[src/inc/pmr_regs.svh]
// Register indices, field positions, reset values and timing counts of the PHY management bank
`ifndef PMR_REGS_SVH
`define PMR_REGS_SVH

`define PMR_IDX_CTRL        5'h00
`define PMR_IDX_STAT        5'h01
`define PMR_IDX_ID_HI       5'h02
`define PMR_IDX_ID_LO       5'h03
`define PMR_IDX_ADV         5'h04
`define PMR_IDX_LPA         5'h05

`define PMR_CTRL_RESET      15
`define PMR_CTRL_LOOP       14
`define PMR_CTRL_SPEED      13
`define PMR_CTRL_AN_EN      12
`define PMR_CTRL_PDOWN      11
`define PMR_CTRL_AN_RST     9
`define PMR_CTRL_DUPLEX     8
`define PMR_CTRL_COL_TEST   7

`define PMR_STAT_AN_DONE    5
`define PMR_STAT_RFAULT     4
`define PMR_STAT_LINK       2
`define PMR_STAT_JABBER     1

`define PMR_CTRL_RST_VAL    16'h3000
`define PMR_STAT_FIXED      16'h7809
`define PMR_ADV_RST_VAL     16'h01E1
`define PMR_ADV_WR_MASK     16'h2DFF
`define PMR_LPA_RO_MASK     16'h6FFF
`define PMR_CTRL_WR_MASK    16'h7B80

`define PMR_SOFT_RST_NS     1000
`define PMR_CLK_NS          8
`define PMR_SOFT_RST_CYC    ((`PMR_SOFT_RST_NS + `PMR_CLK_NS - 1) / `PMR_CLK_NS)

`endif

[src/inc/pmr_pkg.sv]
// Types shared by the PHY management bank
package pmr_pkg;
    typedef enum logic [1:0] {
        PMR_RUN   = 2'b00,
        PMR_RESET = 2'b01
    } pmr_state_t;

    typedef enum logic [1:0] {
        PMR_PAUSE_NONE = 2'b00,
        PMR_PAUSE_SYM  = 2'b01,
        PMR_PAUSE_ASYM = 2'b10,
        PMR_PAUSE_BOTH = 2'b11
    } pmr_pause_t;
endpackage

[src/design/pmr_latch_bit.sv]
// One latched status bit: holds an event until a read, then follows the live level
`timescale 1ns/1ps
module pmr_latch_bit #(
    parameter bit HOLD_HIGH = 1'b1
) (
    input  wire logic clk,        // Device clock
    input  wire logic rst_n,      // Synchronised reset, active low
    input  wire logic clr,        // Synchronous clear to idle value
    input  wire logic live,       // Current condition
    input  wire logic rd,         // Status register read this cycle
    output logic      value       // Value presented on read
);
    logic held_reg;
    logic held_next;
    wire  logic event_now = (live == HOLD_HIGH);

    // Event wins over the read or clear that would release it
    assign held_next = event_now ? 1'b1 : ((rd || clr) ? 1'b0 : held_reg);
    assign value     = held_reg ? HOLD_HIGH : live;

    always_ff @(posedge clk or negedge rst_n) begin
        if (!rst_n) begin
            held_reg <= 1'b0;
        end else begin
            held_reg <= held_next;
        end
    end
endmodule

[src/design/pmr_bank.sv]
// PHY management register bank, indices 0 to 5, reached by index from the MAC
//
// Behaviour
// Registers reached only by a five-bit index from MAC management access, not mapped.
// Writing control bit 15 starts soft reset; bit clears itself when reset ends.
// Master sets the reset bit with all other control bits zero.
// After soft reset the PHY returns to normal operating mode.
// Fields kept through soft reset survive only the control-bit reset.
// Autoneg enabled ignores manual speed and duplex; speed 1 means 100 Mbps.
// Master clears autoneg enable before setting power-down bit 11.
// Writing control bit 9 restarts autoneg; bit clears itself afterwards.
// Control bit 7 enables collision test; resets to zero.
// Status reports fixed abilities: no T4, TX and 10T both duplexes, AN, extended.
// Status bit 5 reads one only once autoneg has completed.
// Remote fault bit 4 and jabber bit 1 latch high.
// Link status bit 2 latches low until read; resets to zero.
// Identifier index 2 holds OUI bits 3 to 18.
// Identifier index 3 holds OUI 19 to 24, model and revision.
// Advertised pause field 11:10 uses four-value encoding; resets to 00.
// With both pause modes advertised, at most one is settled after autoneg.
// Advertised ability bits 8 to 5 reset to one; selector resets to 00001.
// Partner next page bit reads zero.
// Partner bit 14 reads one once partner code word is received.
// Partner read-only bits reflect the received code word; reset to zero.
// Latched status bits hold until read, then follow the live condition.
`timescale 1ns/1ps
`include "pmr_regs.svh"
module pmr_bank #(
    parameter logic [15:0] ID_HI_DEFAULT = 16'h1234,  // Arbitrary identifier value
    parameter logic [15:0] ID_LO_DEFAULT = 16'h5678,  // Arbitrary identifier value
    parameter int          RST_CYCLES    = `PMR_SOFT_RST_CYC
) (
    input  wire logic        clk,           // Device clock, 125 MHz
    input  wire logic        arst_n,        // Asynchronous reset, active low
    input  wire logic [4:0]  mgmt_index,    // Register index from MAC access logic
    input  wire logic        mgmt_wr,       // Write strobe, one cycle
    input  wire logic        mgmt_rd,       // Read strobe, one cycle
    input  wire logic [15:0] mgmt_wdata,    // Write data
    output logic      [15:0] mgmt_rdata,    // Read data, registered
    output logic             mgmt_rvalid,   // Read data valid, one cycle
    input  wire logic        link_up,       // Live link condition
    input  wire logic        remote_fault,  // Live remote fault condition
    input  wire logic        jabber,        // Live jabber condition
    input  wire logic        an_complete,   // Autoneg process finished
    input  wire logic        lp_valid,      // Partner code word received pulse
    input  wire logic [15:0] lp_word,       // Received partner code word
    output logic             phy_reset,     // PHY core held in soft reset
    output logic             loopback,      // Loopback mode
    output logic             speed_100,     // Effective manual speed
    output logic             full_duplex,   // Effective manual duplex
    output logic             an_enable,     // Autoneg enabled
    output logic             an_restart,    // Autoneg restart pulse
    output logic             power_down,    // General power down
    output logic             col_test,      // Collision test enable
    output logic [1:0]       pause_result   // Settled pause mode after autoneg
);
    // ==========================================================
    // Reset synchroniser
    logic [1:0] rst_sync_reg;
    wire  logic rst_n = rst_sync_reg[1];

    always_ff @(posedge clk or negedge arst_n) begin
        if (!arst_n) begin
            rst_sync_reg <= 2'b00;
        end else begin
            rst_sync_reg <= {rst_sync_reg[0], 1'b1};
        end
    end

    // ==========================================================
    // Index decode
    function automatic logic hit(input logic [4:0] idx, input logic [4:0] want);
        hit = (idx == want);
    endfunction

    wire logic wr_ctrl  = mgmt_wr && hit(mgmt_index, `PMR_IDX_CTRL);
    wire logic wr_id_hi = mgmt_wr && hit(mgmt_index, `PMR_IDX_ID_HI);
    wire logic wr_id_lo = mgmt_wr && hit(mgmt_index, `PMR_IDX_ID_LO);
    wire logic wr_adv   = mgmt_wr && hit(mgmt_index, `PMR_IDX_ADV);
    wire logic rd_stat  = mgmt_rd && hit(mgmt_index, `PMR_IDX_STAT);

    // ==========================================================
    // Soft reset sequencer
    pmr_pkg::pmr_state_t state_reg;
    pmr_pkg::pmr_state_t state_next;
    logic [15:0]         rst_cnt_reg;
    logic [15:0]         rst_cnt_next;

    wire logic soft_start = wr_ctrl && mgmt_wdata[`PMR_CTRL_RESET];
    wire logic rst_done   = (state_reg == pmr_pkg::PMR_RESET) && (rst_cnt_reg == 16'h0000);
    wire logic soft_clr   = rst_done;

    always_comb begin
        state_next   = state_reg;
        rst_cnt_next = rst_cnt_reg;
        unique case (state_reg)
            pmr_pkg::PMR_RUN: begin
                if (soft_start) begin
                    state_next   = pmr_pkg::PMR_RESET;
                    rst_cnt_next = 16'(RST_CYCLES - 1);
                end
            end
            pmr_pkg::PMR_RESET: begin
                if (rst_cnt_reg == 16'h0000) begin
                    state_next = pmr_pkg::PMR_RUN;
                end else begin
                    rst_cnt_next = rst_cnt_reg - 16'h0001;
                end
            end
            default: begin
                state_next = pmr_pkg::PMR_RUN;
            end
        endcase
    end

    always_ff @(posedge clk or negedge rst_n) begin
        if (!rst_n) begin
            state_reg   <= pmr_pkg::PMR_RUN;
            rst_cnt_reg <= 16'h0000;
        end else begin
            state_reg   <= state_next;
            rst_cnt_reg <= rst_cnt_next;
        end
    end

    assign phy_reset = (state_reg == pmr_pkg::PMR_RESET);

    // ==========================================================
    // Control register
    logic [15:0] ctrl_reg;
    logic [15:0] ctrl_next;
    logic        an_rst_reg;

    // Reset bit shows while sequence runs; restart bit shows for its pulse
    wire logic [15:0] ctrl_view = (ctrl_reg & `PMR_CTRL_WR_MASK & ~(16'h0001 << `PMR_CTRL_AN_RST))
                                | ({15'h0000, phy_reset} << `PMR_CTRL_RESET)
                                | ({15'h0000, an_rst_reg} << `PMR_CTRL_AN_RST);

    assign ctrl_next = soft_clr ? `PMR_CTRL_RST_VAL
                     : (wr_ctrl && !soft_start) ? (mgmt_wdata & `PMR_CTRL_WR_MASK)
                     : ctrl_reg;

    always_ff @(posedge clk or negedge rst_n) begin
        if (!rst_n) begin
            ctrl_reg   <= `PMR_CTRL_RST_VAL;
            an_rst_reg <= 1'b0;
        end else begin
            ctrl_reg   <= ctrl_next;
            an_rst_reg <= wr_ctrl && mgmt_wdata[`PMR_CTRL_AN_RST] && !soft_start;
        end
    end

    assign loopback    = ctrl_reg[`PMR_CTRL_LOOP];
    assign an_enable   = ctrl_reg[`PMR_CTRL_AN_EN];
    assign speed_100   = an_enable ? 1'b1 : ctrl_reg[`PMR_CTRL_SPEED];
    assign full_duplex = an_enable ? 1'b1 : ctrl_reg[`PMR_CTRL_DUPLEX];
    assign power_down  = ctrl_reg[`PMR_CTRL_PDOWN];
    assign col_test    = ctrl_reg[`PMR_CTRL_COL_TEST];
    assign an_restart  = an_rst_reg;

    // ==========================================================
    // Identifier registers, kept through soft reset
    logic [15:0] id_hi_reg;
    logic [15:0] id_lo_reg;
    logic        rst_sync_done_reg;

    always_ff @(posedge clk or negedge rst_n) begin
        if (!rst_n) begin
            id_hi_reg <= 16'h0000;
            id_lo_reg <= 16'h0000;
        end else if (!rst_sync_done_reg) begin
            id_hi_reg <= ID_HI_DEFAULT;
            id_lo_reg <= ID_LO_DEFAULT;
        end else begin
            if (wr_id_hi) id_hi_reg <= mgmt_wdata;
            if (wr_id_lo) id_lo_reg <= mgmt_wdata;
        end
    end

    // Loads parameter defaults once after release
    always_ff @(posedge clk or negedge rst_n) begin
        if (!rst_n) begin
            rst_sync_done_reg <= 1'b0;
        end else begin
            rst_sync_done_reg <= 1'b1;
        end
    end

    // ==========================================================
    // Advertisement register
    logic [15:0] adv_reg;

    always_ff @(posedge clk or negedge rst_n) begin
        if (!rst_n) begin
            adv_reg <= `PMR_ADV_RST_VAL;
        end else if (soft_clr) begin
            adv_reg <= `PMR_ADV_RST_VAL;
        end else if (wr_adv) begin
            adv_reg <= mgmt_wdata & `PMR_ADV_WR_MASK;
        end
    end

    // ==========================================================
    // Partner ability register
    logic [15:0] lpa_reg;
    logic        lp_ack_reg;

    always_ff @(posedge clk or negedge rst_n) begin
        if (!rst_n) begin
            lpa_reg    <= 16'h0000;
            lp_ack_reg <= 1'b0;
        end else if (soft_clr || an_rst_reg) begin
            lpa_reg    <= 16'h0000;
            lp_ack_reg <= 1'b0;
        end else if (lp_valid) begin
            lpa_reg    <= lp_word & `PMR_LPA_RO_MASK & 16'h2FFF;
            lp_ack_reg <= 1'b1;
        end
    end

    // Next page stays zero, acknowledge from our own flag
    wire logic [15:0] lpa_view = {1'b0, lp_ack_reg, lpa_reg[13:0]};

    // ==========================================================
    // Pause resolution
    wire logic [1:0] adv_pause = adv_reg[11:10];
    wire logic [1:0] lp_pause  = lpa_reg[11:10];
    logic [1:0] pause_reg;
    logic [1:0] pause_next;

    // Symmetric preferred when both ends offer it, otherwise asymmetric if we advertise it and the partner offers any pause
    assign pause_next = (adv_pause[0] && lp_pause[0]) ? pmr_pkg::PMR_PAUSE_SYM
                      : (adv_pause[1] && lp_pause != 2'b00) ? pmr_pkg::PMR_PAUSE_ASYM
                      : pmr_pkg::PMR_PAUSE_NONE;

    always_ff @(posedge clk or negedge rst_n) begin
        if (!rst_n) begin
            pause_reg <= 2'b00;
        end else if (!an_complete || soft_clr) begin
            pause_reg <= 2'b00;
        end else begin
            pause_reg <= pause_next;
        end
    end

    assign pause_result = pause_reg;

    // ==========================================================
    // Status register
    logic fault_v;
    logic jabber_v;
    logic link_v;

    pmr_latch_bit #(.HOLD_HIGH(1'b1)) u_fault (
        .clk   (clk),
        .rst_n (rst_n),
        .clr   (soft_clr),
        .live  (remote_fault),
        .rd    (rd_stat),
        .value (fault_v)
    );

    pmr_latch_bit #(.HOLD_HIGH(1'b1)) u_jabber (
        .clk   (clk),
        .rst_n (rst_n),
        .clr   (soft_clr),
        .live  (jabber),
        .rd    (rd_stat),
        .value (jabber_v)
    );

    pmr_latch_bit #(.HOLD_HIGH(1'b0)) u_link (
        .clk   (clk),
        .rst_n (rst_n),
        .clr   (soft_clr),
        .live  (link_up),
        .rd    (rd_stat),
        .value (link_v)
    );

    wire logic an_done_v = an_enable && an_complete && !phy_reset;

    wire logic [15:0] stat_view = `PMR_STAT_FIXED
                                | ({15'h0000, an_done_v} << `PMR_STAT_AN_DONE)
                                | ({15'h0000, fault_v}   << `PMR_STAT_RFAULT)
                                | ({15'h0000, link_v}    << `PMR_STAT_LINK)
                                | ({15'h0000, jabber_v}  << `PMR_STAT_JABBER);

    // ==========================================================
    // Read path
    logic [15:0] rd_mux;

    always_comb begin
        unique case (mgmt_index)
            `PMR_IDX_CTRL:  rd_mux = ctrl_view;
            `PMR_IDX_STAT:  rd_mux = stat_view;
            `PMR_IDX_ID_HI: rd_mux = id_hi_reg;
            `PMR_IDX_ID_LO: rd_mux = id_lo_reg;
            `PMR_IDX_ADV:   rd_mux = adv_reg;
            `PMR_IDX_LPA:   rd_mux = lpa_view;
            default:        rd_mux = 16'h0000;
        endcase
    end

    always_ff @(posedge clk or negedge rst_n) begin
        if (!rst_n) begin
            mgmt_rdata  <= 16'h0000;
            mgmt_rvalid <= 1'b0;
        end else begin
            mgmt_rvalid <= mgmt_rd;
            if (mgmt_rd) mgmt_rdata <= rd_mux;
        end
    end
endmodule

[config.mk]
export PLATFORM = sky130hd
export DESIGN_NAME = pmr_bank
export DESIGN_NICKNAME = d
export VERILOG_FILES = /design/src/inc/pmr_pkg.sv /design/src/design/pmr_latch_bit.sv /design/src/design/pmr_bank.sv
export VERILOG_INCLUDE_DIRS = /design/src /design/src/inc
export SDC_FILE = /design/constraint.sdc
export NUM_CORES = 1
export LEC_CHECK = 0
export ABC_AREA = 1
export BUFFER_PORTS_ARGS = -buffer_cell sky130_fd_sc_hd__buf_2
export CAP_MARGIN = 20
export CELL_PAD_IN_SITES_DETAIL_PLACEMENT = 1
export CELL_PAD_IN_SITES_GLOBAL_PLACEMENT = 1
export CORE_MARGIN = 5
export CORE_UTILIZATION = 30
export CTS_CLUSTER_SIZE = 14
export DETAILED_ROUTE_END_ITERATION = 8
export PLACE_DENSITY_LB_ADDON = 0.1
export SKIP_LAST_GASP = 1
export SYNTH_ARGS = -nofsm -noshare
export SYNTH_HDL_FRONTEND = slang
export SYNTH_SLANG_ARGS = --single-unit
[constraint.sdc]
create_clock -name clk -period 3.9 [get_ports clk]
set_clock_uncertainty 0.15 [all_clocks]
set_input_delay 0.195 -clock clk [delete_from_list [all_inputs] [get_ports clk]]
set_output_delay 0.195 -clock clk [all_outputs]
set_load 0.005 [all_outputs]
# ---- After elaboration in Yosys (flattened, before gate mapping)
# Index checks and enable logic that the tools add are counted.
dict set report classes {
  add_sub_neg 1
  eq_ne 12
  muxes 31
  bitwise 5
  reduce_logical 32
}
# op n
set op_table {}
lappend op_table {{2-to-1 mux 16 bit} 8}
lappend op_table {{case mux 16 bit (6 select lines)} 1}
lappend op_table {{case mux 16 bit (2 select lines)} 1}
lappend op_table {{2-to-1 mux 15 bit} 2}
lappend op_table {{2-to-1 mux 14 bit} 2}
lappend op_table {{logical NOT 16 bit} 1}
lappend op_table {{OR 15 x 16 -> 16 bit} 1}
lappend op_table {{OR 16 x 10 -> 16 bit} 1}
lappend op_table {{subtractor 16 x 1 -> 16 bit (second input constant)} 1}
lappend op_table {{OR 15 x 2 -> 15 bit} 1}
lappend op_table {{OR 15 x 3 -> 15 bit} 1}
lappend op_table {{OR 15 x 5 -> 15 bit} 1}
lappend op_table {{logical AND 1 bit} 14}
lappend op_table {{nonzero test 2 bit} 7}
lappend op_table {{2-to-1 mux 1 bit} 11}
lappend op_table {{equality test 5 x 2 -> 1 bit (second input constant)} 2}
lappend op_table {{equality test 5 x 3 -> 1 bit (second input constant)} 2}
lappend op_table {{2-to-1 mux 2 bit} 5}
lappend op_table {{inequality test 2 bit (second input constant)} 4}
lappend op_table {{equality test 5 x 1 -> 1 bit (second input constant)} 1}
lappend op_table {{logical NOT 5 bit} 1}
lappend op_table {{inequality test 2 x 1 -> 1 bit (second input constant)} 2}
lappend op_table {{case mux 2 bit (2 select lines)} 1}
lappend op_table {{logical NOT 1 bit} 3}
lappend op_table {{other kinds (5)} 7}
dict set report word_totals {
  register_bits 122
  in_bits 46
}

# ---- Longest topological paths before layout
# Gate-level depths: netlist of the first run.
dict set report depth {
  word_depth 7
  depth_mapped 11
}

# ---- By module
# Synthesis of the first run repeated with hierarchy kept, for this count alone.
dict set report unflattened {
  cells_unflattened 671
  area_unflattened_um2 5318.9
}
# mod instances cells_each area_each_um2 seq_area_each_um2
set modules_own_cells {}
lappend modules_own_cells {pmr_bank 1 651 5172.5 2611.3}
lappend modules_own_cells {{pmr_latch_bit at u_fault ...} 2 7 51.3 25.0}
lappend modules_own_cells {{pmr_latch_bit at u_link} 1 6 43.8 25.0}

# ---- Worst setup path after synthesis of the first run
# No wires, ideal clock.
dict set report synth_timing {
  kind {reg-to-reg}
  from {register rst_cnt_reg[0]}
  to {register rst_cnt_reg[10]}
  setup_ps 117
  arrival_time_ps 1362
  setup_slack_ps 2271
  path_stages_with_launch 11
  period_less_slack_ps 1629
  path_cell_list {dfrtp_1 inv_1 ha_1 nand2_1 nor2_2 nand2_2 nand2_4 nand2_2 buf_6 nand3_1 nand2_1}
}
dict set report synth_via {
  elab_chain_cells 3
  elab_cells_between_ends 6
}
# element line_no
set synth_lines {}
lappend synth_lines {{start, declared} pmr_bank.sv:86} ;# logic [15:0] rst_cnt_reg;
lappend synth_lines {{start signal, assigned} pmr_bank.sv:122} ;# rst_cnt_reg <= rst_cnt_next;
lappend synth_lines {{subtractor 16 x 1 -> 16 bit / logical NOT 16 bit (equally long branches)} {pmr_bank.sv:107, pmr_bank.sv:104}}
lappend synth_lines {{2-to-1 mux 16 bit / inequality test 2 bit (equally long branches)} -}
lappend synth_lines {{case mux 16 bit (2 select lines) / AND reduction 3 bit (equally long branches)} -}
# Parallel ways exist; a longest one is shown, timed or not. The select of a mux whose other input is x is not followed.
# A chain may end at the register's enable or synchronous reset.

# ---- Worst setup path in the final report of the first run
dict set report layout_timing {
  from {register rst_cnt_reg[0]}
  to {register ctrl_reg[7]}
}
dict set report layout_via {
  elab_chain_cells 3
  elab_cells_between_ends 4
}
# element line_no
set layout_lines {}
lappend layout_lines {{logical NOT 16 bit (*)} pmr_bank.sv:90} ;# wire logic rst_done = (state_reg == pmr_pkg::PMR_RESET) && (rst_cnt_reg == 16'h0000);
lappend layout_lines {{logical AND 1 bit (*)} pmr_bank.sv:90}
lappend layout_lines {{2-to-1 mux 15 bit / nonzero test 2 bit (equally long branches)} -}
lappend layout_lines {{end signal, assigned} pmr_bank.sv:145} ;# ctrl_reg <= `PMR_CTRL_RST_VAL;
lappend layout_lines {{end signal, assigned} pmr_bank.sv:148} ;# ctrl_reg <= ctrl_next;
lappend layout_lines {{end, declared} pmr_bank.sv:130} ;# logic [15:0] ctrl_reg;
# Every way passes the cells marked *; elsewhere a longest branch is shown, timed or not.

==> flow_metrics.py, run 1 <==
metrics = {
    "run_status": {
        "outcome": "complete, no violations",
    },
    "setup_path": {
        "crit_chain": "inv_1 > ha_1 > nand2_1 > nor2_2 > nand3_2 > nand2_2 > inv_1 > nand2_1 > nand2_1",
        "reg2reg_from": "rst_cnt_reg[0]$_DFFE_PN0P_",
        "crit_type": "register to register",
        "cp_common_cell": "nand2_1",
        "r2r_slack_ns": 1.57,
        "cp_max_fo": 14,
        "crit_slowest_cell": "nand3_2",
        "r2r_end": "ctrl_reg[7]$_DFFE_PN0P_",
        "cp-end-kind": "register",
        "critPathLaunchType": "register",
        "path_buf_inv": 2,
        "rr_worst_depth": 9,
        "critPathTopFamily": "simple AND/OR/NAND/NOR gates",
        "arrival_ns": 2.42,
        "critPathRequiredTime_ns": 3.99,
        "max_stage_delay_ns": 0.39,
    },
    "sta": {
        "rsz0062_at_grt": "false",
        "worst_slew_pin_slew_ns": 0.907,
        "hold_viol": 0,
        "max-slew-margin-rel": 0.395,
        "timing.hold.ws_ns": 0.0321,
        "fin_tns_setup_ns": 0,
        "fin_crit_sh": 0.599,
        "period_needed_ns": 2.33,
        "max_freq_mhz": 428,
        "drv_slew": 0,
        "setup_viol": 0,
        "finalWorstSetupSlack_ns": 1.57,
    },
    "clock_network": {
        "cts_max_level": 3,
        "cts_tree": "done",
        "cts_inserted_buffers": 9,
        "root_buffer": "clkbuf_16",
        "post_cts_resized": 0,
        "numClockSinks": 107,
        "cts_buffer_depth": 2,
        "clkTransAtPathRegs_ns": 0.08,
        "clock_latency_ns": 0.36,
    },
    "final_layout": {
        "antenna_cells": 0,
        "nets": 810,
        "seq_area_sq_mm": 0.00269,
        "layout_common_cells": "nand2_1, dfrtp_1, inv_1",
        "drive_gt1_frac": 0.164,
        "stdcell_count": 992,
        "area_growth_pct": 22.7,
        "multi_input_area_sq_mm": 0.00210,
        "final_common_cell": "nand2_1",
        "nFillCells": 2145,
    },
    "floorplanning": {
        "die_w_um": 141,
        "die-area_sq_mm": 0.0200,
        "io_pins": 73,
        "core_sq_mm": 0.0171,
        "chipHeight_um": 141,
        "start_util": 0.303,
        "core.rowCount": 48,
    },
    "hold_path": {
        "hold_depth": 3,
        "hold_start": "mgmt_wdata[1]",
        "min_path_type": "input pin to register",
        "min_to": "id_hi_reg[1]$_DFFE_PN0P_",
    },
    "power": {
        "p_sw_uw": 625,
        "switching_share": 0.267,
        "pwr-share-clk": 0.371,
        "internal-power_uw": 1720,
        "leakagePower_uw": 0.00330,
        "power_density_mw_per_mm2": 368,
        "max-vdd-ir-drop_mv": 0.208,
        "combPwrFrac": 0.102,
        "power_frac_seq": 0.528,
    },
    "routing": {
        "wl_met1_um": 7720,
        "remaining_drc_errors": 0,
        "routedWlPerCell_um": 16.9,
        "met2_length_um": 8250,
        "highest_layer": "met4",
        "wl_um": 16800,
        "drt_pass1_iterations": 4,
        "ant_nets": 0,
        "num_vias": 4617,
        "avgViaCountPerCell": 4.65,
        "met3_length_um": 571,
        "drtIter0Drc": 183,
    },
    "yosys": {
        "syn-mean-instance-area_sq_um": 7.86,
        "synth-adder-area-share": 0.00482,
        "ys_seq_area_frac": 0.518,
        "synthMuxAreaShare": 0,
        "async_reset_ff_frac": 1.00,
        "synth_cell_types": 31,
        "synth_xor_area_frac": 0.00338,
        "synth-seq-cells": 107,
        "ys.flop_type": "dfrtp_1",
        "ys_warn_count": 0,
        "syn_inst": 660,
        "synthesis.area_sq_mm": 0.00519,
        "synth_top_family_by_area": "simple AND/OR/NAND/NOR gates",
        "yosys.area_share.simple": 0.319,
        "synth_compound_area_frac": 0.0762,
        "synth_edf_count": 0,
    },
    "grt": {
        "grt_max_degree": 54,
        "grt_pass1_wl_um": 26900,
        "grt_overflow": 0,
        "grt_pass1_vias": 4927,
        "grt.total_usage": 0.173,
        "antenna_found_initial": 0,
    },
    "placement": {
        "gp_congestion": 0.810,
        "hpwl_um": 11900,
        "placed_cells": 943,
        "port_buffers": 69,
        "preCtsSetupSlack_ns": 1.52,
    },
    "job": {
        "drv_cap": 0,
    },
}
[metal layers]
| metal | vias to the layer above | GRT usage |
|---|---|---|
| li1 | 2286 | - |
| met1 | 2243 | 0.230 |
| met2 | 74 | 0.295 |
| met3 | 14 | 0.0216 |
| met4 | 0 | 0.0551 |
| met5 | - | 0 |
[Yosys cell counts, types with 6 or more instances]
| master | instances | area [sq um] |
|---|---|---|
| a21oi_1 | 8 | 40.0 |
| o21ai_1 | 9 | 45.0 |
| o211ai_1 | 7 | 52.6 |
| nor2_1 | 68 | 255 |
| dfrtp_1 | 100 | 2500 |
| buf_2 | 12 | 60.1 |
| nand4_1 | 15 | 93.8 |
| nand2_1 | 226 | 848 |
| nand3_1 | 43 | 215 |
| dfstp_2 | 7 | 184 |
| nor3_1 | 6 | 30.0 |
| nand2_2 | 6 | 37.5 |
| inv_1 | 78 | 293 |
| nor2_2 | 10 | 62.6 |
| o22ai_1 | 12 | 75.1 |
| o21ai_0 | 23 | 115 |
[worst register-to-register path, cell delays in order (launching register included)]
cell and delay, ns:
dfrtp_1 0.37, inv_1 0.15, ha_1 0.25, nand2_1 0.08, nor2_2 0.16, nand3_2 0.39
nand2_2 0.31, inv_1 0.19, nand2_1 0.10, nand2_1 0.06
[area by class of cell]
cell class / instances / area share
clock buffer: 10 / 0.0360
sequential: 107 / 0.423
tap: 225 / 0.0442
timing repair buffer: 108 / 0.113
multi-input combinational: 456 / 0.330
clock inverter: 6 / 0.00669
inverter: 80 / 0.0472
[stage by stage]
stage	util	area [sq um]	total power, uW
after detailed placement	0.337	5760	1480
after CTS	0.372	6360	2380
after global placement	0.337	5760	1470
after floorplan	-	5190	1360
after global routing	0.372	6360	2460
final	0.372	6360	2340
[worst max-delay path by stage]
stage / from / end / slack (ns) / cells after the start
global placement: mgmt_index[2] / id_hi_reg[2]$_DFFE_PN0P_ / 1.50 / 6
floorplan: rst_sync_reg[1]$_DFF_PN0_ / adv_reg[10]$_DFFE_PN0P_ / 0.56 / 0
finish: rst_cnt_reg[0]$_DFFE_PN0P_ / ctrl_reg[7]$_DFFE_PN0P_ / 1.57 / 9
global route: rst_cnt_reg[12]$_DFFE_PN0P_ / ctrl_reg[11]$_DFFE_PN0P_ / 1.42 / 8
CTS: rst_cnt_reg[0]$_DFFE_PN0P_ / ctrl_reg[7]$_DFFE_PN0P_ / 1.52 / 9
detailed placement: mgmt_index[2] / id_hi_reg[2]$_DFFE_PN0P_ / 1.52 / 6
[kinds of logic after synthesis]
kind of cell,count (synthesis)
simple gates,383
flops,107
buf+inv,98
fa+ha+maj,2
xor+xnor,2
other cells,1
compound gates,67
[power groups by stage]
stage	Sequential (uW)	Combinational [uW]	Clock, uW
6_report	1240	238	869
5_1_grt	1250	271	943
4_1_cts	1240	244	902
3_5_place_dp	1260	218	0
3_3_place_gp	1260	210	0
2_1_floorplan	1250	113	0
[what timing repair did]
action	CTS	global route
endpoints found under the hold margin	45	0
setup buffers	0	0
hold buffers	33	0
Power figures use the tool's default switching activity.
==> run 2: changes to the inputs <==
Settings changed: ABC_AREA 1 to 0.
Clock period 3.9 ns to 2.43 ns, I/O delays scaled along.
==> run 2 against run 1 <==
Compared with the run above:
- via count down 7.1%
- sequential share of layout area down 1.5 points
- cell area up 3.6%
- cell count down 14%
- clock power up 73%
- routed wire length up 0.62%
- total power up 100%
- first-iteration DRC count up 10%
- utilization up 2.3 points
- worst setup slack worse by 1.4 ns
- critical path type unchanged
==> flow_metrics.py, run 2 <==
metrics = {
    "run_status": {
        "outcome": "complete, no violations",
    },
    "floorplanning": {
        "core_sq_mm": 0.0167,
        "die_w_um": 141,
        "chipHeight_um": 141,
        "die-area_sq_mm": 0.0198,
        "core.rowCount": 47,
        "start_util": 0.307,
        "io_pins": 73,
    },
    "yosys": {
        "yosysMostFrequentCell": "dfrtp_1",
        "synth_edf_count": 0,
        "ys_top_cells_by_count": "dfrtp_1, nand2_1, nor2_1",
        "synth_top_area_share": 0.487,
        "ys_seq_area_frac": 0.523,
        "syn_inst": 500,
        "ys.flop_type": "dfrtp_1",
        "yosysTopAreaCell": "dfrtp_1",
        "synth-seq-cells": 107,
        "synth_cell_types": 57,
        "syn-mean-instance-area_sq_um": 10.3,
        "async_reset_ff_frac": 1.00,
        "yosys-top-cells-area": "dfrtp_1, mux2i_1, nand2_1",
        "ys_warn_count": 0,
        "synthesis.area_sq_mm": 0.00513,
    },
    "routing": {
        "drt_pass1_iterations": 4,
        "routedWlPerCell_um": 19.9,
        "num_vias": 4290,
        "remaining_drc_errors": 0,
        "wl_um": 16900,
        "ant_nets": 0,
        "avgViaCountPerCell": 5.05,
        "drtIter0Drc": 202,
    },
    "grt": {
        "grt_pass1_wl_um": 27100,
        "grt.total_usage": 0.176,
        "grt_pass1_vias": 4657,
        "antenna_found_initial": 0,
        "grt_max_degree": 70,
        "grt_overflow": 0,
    },
    "clock_network": {
        "cts_buffer_depth": 2,
        "cts_inserted_buffers": 9,
        "numClockSinks": 107,
        "cts_tree": "done",
        "clock_latency_ns": 0.35,
        "root_buffer": "clkbuf_16",
        "cts_max_level": 3,
        "cts_setup_buffers": 0,
        "clkTransAtPathRegs_ns": 0.07,
    },
    "final_layout": {
        "antenna_cells": 0,
        "stdcell_count": 849,
        "layout_common_cells": "dfrtp_1, buf_2, nand2_1",
        "drive_gt1_frac": 0.245,
        "nets": 672,
        "area_growth_pct": 28.4,
        "final_common_cell": "dfrtp_1",
        "design_area_sq_mm": 0.00659,
    },
    "setup_path": {
        "crit_type": "register to register",
        "cp_max_fo": 5,
        "arrival_ns": 2.34,
        "reg2reg_from": "rst_cnt_reg[2]$_DFFE_PN0P_",
        "critPathLaunchType": "register",
        "cp-end-kind": "register",
        "critPathRequiredTime_ns": 2.56,
        "startpoint": "rst_cnt_reg[2]$_DFFE_PN0P_",
    },
    "power": {
        "max-vdd-ir-drop_mv": 0.399,
        "power_density_mw_per_mm2": 728,
        "leakagePower_uw": 0.00305,
        "power_uw": 4800,
    },
    "sta": {
        "setup_viol": 0,
        "max-slew-margin-rel": 0.518,
        "rsz0062_at_grt": "true",
        "finalWorstSetupSlack_ns": 0.212,
        "timing.hold.ws_ns": 0.0765,
        "worst_slew_pin_slew_ns": 0.724,
        "period_needed_ns": 2.22,
        "fin_crit_sh": 0.913,
        "hold_viol": 0,
        "max_freq_mhz": 451,
        "drv_slew": 0,
    },
    "placement": {
        "port_buffers": 69,
        "preCtsSetupSlack_ns": 0.164,
        "placed_cells": 796,
        "gp_congestion": 0.783,
        "hpwl_um": 12000,
        "dpl_cell_area_sq_mm": 0.00593,
    },
    "hold_path": {
        "hold_start": "lp_valid",
        "min_path_type": "input pin to register",
    },
    "job": {
        "drv_cap": 0,
    },
}
run 2: metrics by stage:
stage          TNS (ns)   util
2_1_floorplan         0      -
3_3_place_gp          0  0.355
3_5_place_dp          0  0.355
4_1_cts               0  0.395
5_1_grt        -0.00184  0.395
6_report              0  0.395
run 2: kinds of logic (layout without fill, tap and decap cells):
family | after synthesis | in the layout | share of synthesized area
buffers and inverters | 38 | 166 | 0.0339
other | 1 | 2 | 0.000730
AO/OA/AOI/OAI | 99 | 99 | 0.135
adder cells (fa/ha/maj) | 2 | 2 | 0.00487
AND/OR/NAND/NOR | 204 | 204 | 0.206
XOR/XNOR | 5 | 5 | 0.00853
multiplexers | 44 | 44 | 0.0880
flip-flops | 107 | 107 | 0.523
run 2: what timing repair did:
item,CTS,global route
hold buffers,37,0
resized for setup,0,1
endpoints found under the setup margin,0,1
endpoints found under the hold margin,79,0
run 2: critical path, cell delays in order (launching register included):
cell	delay (ns)
dfrtp_1	0.43
or4_4	0.58
nor4_4	0.25
nand4_2	0.17
or4_1	0.41
a21oi_1	0.15
run 2: final timing paths:
check,cells after the start,end,slack (ns)
worst min register to register,1,lpa_reg[10]$_DFFE_PN0P_,0.21
worst min-delay path,3,lp_ack_reg$_DFFE_PN0P_,0.08
worst max-delay path,5,rst_cnt_reg[15]$_DFFE_PN0P_,0.21
max in group asynchronous,1,id_hi_reg[7]$_DFFE_PN0P_,1.29
worst max register to register,5,rst_cnt_reg[15]$_DFFE_PN0P_,0.21
min in group asynchronous,1,lpa_reg[10]$_DFFE_PN0P_,0.21
run 2: report_power, final:
group | internal, uW | leakage [uW] | switching (uW)
logic | 459 | 0.00159 | 538
registers | 2060 | 0.00131 | 242
clock network | 827 | 0.000144 | 671
run 2: cell type report:
| class | instances | area, sq um |
|---|---|---|
| clock inverters | 3 | 40.0 |
| repair buffers | 143 | 1030 |
| flip-flops and latches | 107 | 2690 |
| well taps | 220 | 275 |
| fillers | 1904 | 10100 |
| clock buffers | 13 | 250 |
| multi-input cells | 356 | 2280 |
| inverters | 7 | 26.3 |
run 2: routing by layer:
layer  GRT usage  vias up  routed length, um
met4      0.0316        0                144
met3      0.0352        9                518
met5           0        -                  0
met2       0.291       61               8120
li1            -     2033                  -
met1       0.242     2187               8090
==> run 3: changes to the inputs <==
--- a/config.mk
+++ b/config.mk
@@ -13,5 +13,5 @@
 export CELL_PAD_IN_SITES_GLOBAL_PLACEMENT = 1
 export CORE_MARGIN = 5
-export CORE_UTILIZATION = 30
+export CORE_UTILIZATION = 45
 export CTS_CLUSTER_SIZE = 14
 export DETAILED_ROUTE_END_ITERATION = 8
==> constraint.sdc (replaced) <==
create_clock -name clk -period 2.43 [get_ports clk]
set_clock_uncertainty 0.15 [all_clocks]
set_input_delay 0.486 -clock clk [delete_from_list [all_inputs] [get_ports clk]]
set_output_delay 0.486 -clock clk [all_outputs]
set_load 0.005 [all_outputs]
==> run 3 against run 2 <==
Compared with the run above:
- flip-flop and latch count stayed put
- first-iteration DRC count is 23% higher
- total power is 0.44% lower
- via count is 1.6% lower
- global-route usage is 6.8 points higher
- cell area is 6.8% lower
- sequential power hardly changed
- clock-buffer cell count is 2 lower
- die area is 31% lower
- worst hold slack better by 0.067 ns
- register-to-register slack worse by 0.05 ns
- largest power group unchanged
==> flow_metrics.py, run 3 (same netlist as run 2, synthesis figures left out) <==
metrics = {
    "sta": {
        "timing.hold.ws_ns": 0.144,
        "fin_crit_sh": 0.934,
        "fin_tns_setup_ns": 0,
        "drv_slew": 0,
        "period_needed_ns": 2.27,
        "rsz0062_at_grt": "false",
        "setup_viol": 0,
        "hold_viol": 0,
        "max_freq_mhz": 440,
        "max-slew-margin-rel": 0.605,
        "worst_slew_pin_slew_ns": 0.592,
    },
    "routing": {
        "drtIter0Drc": 249,
        "ant_nets": 0,
        "drt_pass1_iterations": 4,
        "routedWlPerCell_um": 21.1,
        "wl_um": 15500,
        "avgViaCountPerCell": 5.72,
        "remaining_drc_errors": 0,
        "num_vias": 4220,
    },
    "grt": {
        "grt_pass1_vias": 4553,
        "grt.total_usage": 0.244,
        "grt_pass1_wl_um": 25000,
        "met1_usage": 0.325,
        "gr-usage-met2": 0.405,
        "busiest_layer": "met2",
        "antenna_found_initial": 0,
        "grt_overflow": 0,
        "gr-usage-met3": 0.0555,
        "grt_max_degree": 44,
    },
    "clock_network": {
        "clkTransAtPathRegs_ns": 0.07,
        "cts_tree": "done",
        "root_buffer": "clkbuf_16",
        "cts_inserted_buffers": 9,
        "cts_max_level": 3,
        "clock_latency_ns": 0.36,
        "cts_buffer_depth": 2,
        "cts_setup_buffers": 0,
        "numClockSinks": 107,
    },
    "placement": {
        "hpwl_um": 11400,
        "gp_congestion": 0.853,
        "port_buffers": 69,
    },
    "hold_path": {
        "min_path_type": "input pin to register",
        "hold_depth": 1,
    },
    "setup_path": {
        "r2r_end": "rst_cnt_reg[5]$_DFFE_PN0P_",
        "critPathRequiredTime_ns": 2.52,
        "endpoint": "rst_cnt_reg[5]$_DFFE_PN0P_",
        "reg2reg_from": "rst_cnt_reg[2]$_DFFE_PN0P_",
        "cp_max_fo": 6,
        "cp-end-kind": "register",
        "crit_type": "register to register",
        "r2r_slack_ns": 0.16,
        "arrival_ns": 2.36,
        "rr_worst_depth": 5,
        "startpoint": "rst_cnt_reg[2]$_DFFE_PN0P_",
        "critPathLaunchType": "register",
    },
    "floorplanning": {
        "core_sq_mm": 0.0113,
        "io_pins": 73,
        "chipHeight_um": 117,
        "die_w_um": 117,
        "start_util": 0.454,
        "die-area_sq_mm": 0.0136,
        "core.rowCount": 39,
    },
    "power": {
        "internal-power_uw": 3320,
        "max-vdd-ir-drop_mv": 0.696,
        "power_frac_seq": 0.488,
        "p_sw_uw": 1460,
        "power_density_mw_per_mm2": 778,
        "leakagePower_uw": 0.00290,
        "pwr-share-clk": 0.309,
        "combPwrFrac": 0.202,
        "switching_share": 0.306,
    },
    "final_layout": {
        "final_common_cell": "dfrtp_1",
        "layout_common_cells": "dfrtp_1, buf_2, nand2_1",
        "area_growth_pct": 19.6,
        "nets": 638,
        "drive_gt1_frac": 0.264,
        "antenna_cells": 0,
    },
    "job": {
        "drv_cap": 0,
    },
    "run_status": {
        "outcome": "complete, no violations",
    },
}
## run 3: area by class of cell
class,count,area (sq um)
fillers,1281,5180
flip-flops and latches,107,2690
multi-input cells,356,2280
repair buffers,109,673
clock buffers,11,243
well taps,143,179
clock inverters,5,53.8
inverters,7,26.3
## run 3: worst min path at each step
stage / from / end / slack, ns
finish: mgmt_rd / mgmt_rvalid$_DFF_PN0_ / 0.14
detailed placement: arst_n / rst_sync_reg[0]$_DFF_PN0_ / 0.12
global placement: arst_n / rst_sync_reg[0]$_DFF_PN0_ / 0.12
global route: mgmt_rd / mgmt_rvalid$_DFF_PN0_ / 0.13
CTS: mgmt_rd / mgmt_rvalid$_DFF_PN0_ / 0.13
floorplan: arst_n / rst_sync_reg[0]$_DFF_PN0_ / 0.04
## run 3: metrics by stage
step | util | total power, uW | instances | instance area, sq um | worst slack, ns
floorplan | - | 2910 | 501 | 5140 | 0.207
global route | 0.543 | 5040 | 738 | 6140 | 0.00511
CTS | 0.543 | 4820 | 738 | 6140 | 0.156
finish | 0.543 | 4780 | 738 | 6140 | 0.160
global placement | 0.516 | 3240 | 721 | 5840 | 0.118
detailed placement | 0.516 | 3310 | 721 | 5840 | 0.0416
## run 3: worst max-delay path, stage by stage (launching register included)
cell and delay, ns:
dfrtp_1 0.44, or4_4 0.58, nor2_2 0.21, nand3_1 0.37
a211oi_1 0.33, nor2_1 0.07
## run 3: layer usage
layer,wire (um),vias up
li1,-,1965
met1,6880,2157
met2,7690,83
met3,783,15
met4,179,0
met5,0,-
## run 3: timing repair
item                      4_1_cts  5_1_grt
resized for setup               0        0
hold buffers                    1        0
hold endpoints to repair        2        0
## run 3: power groups by stage
stage | combinational (uW) | sequential, uW | clock [uW]
finish | 967 | 2330 | 1480
global route | 1080 | 2370 | 1590
CTS | 971 | 2330 | 1520
detailed placement | 955 | 2360 | 0
global placement | 907 | 2340 | 0
floorplan | 613 | 2290 | 0
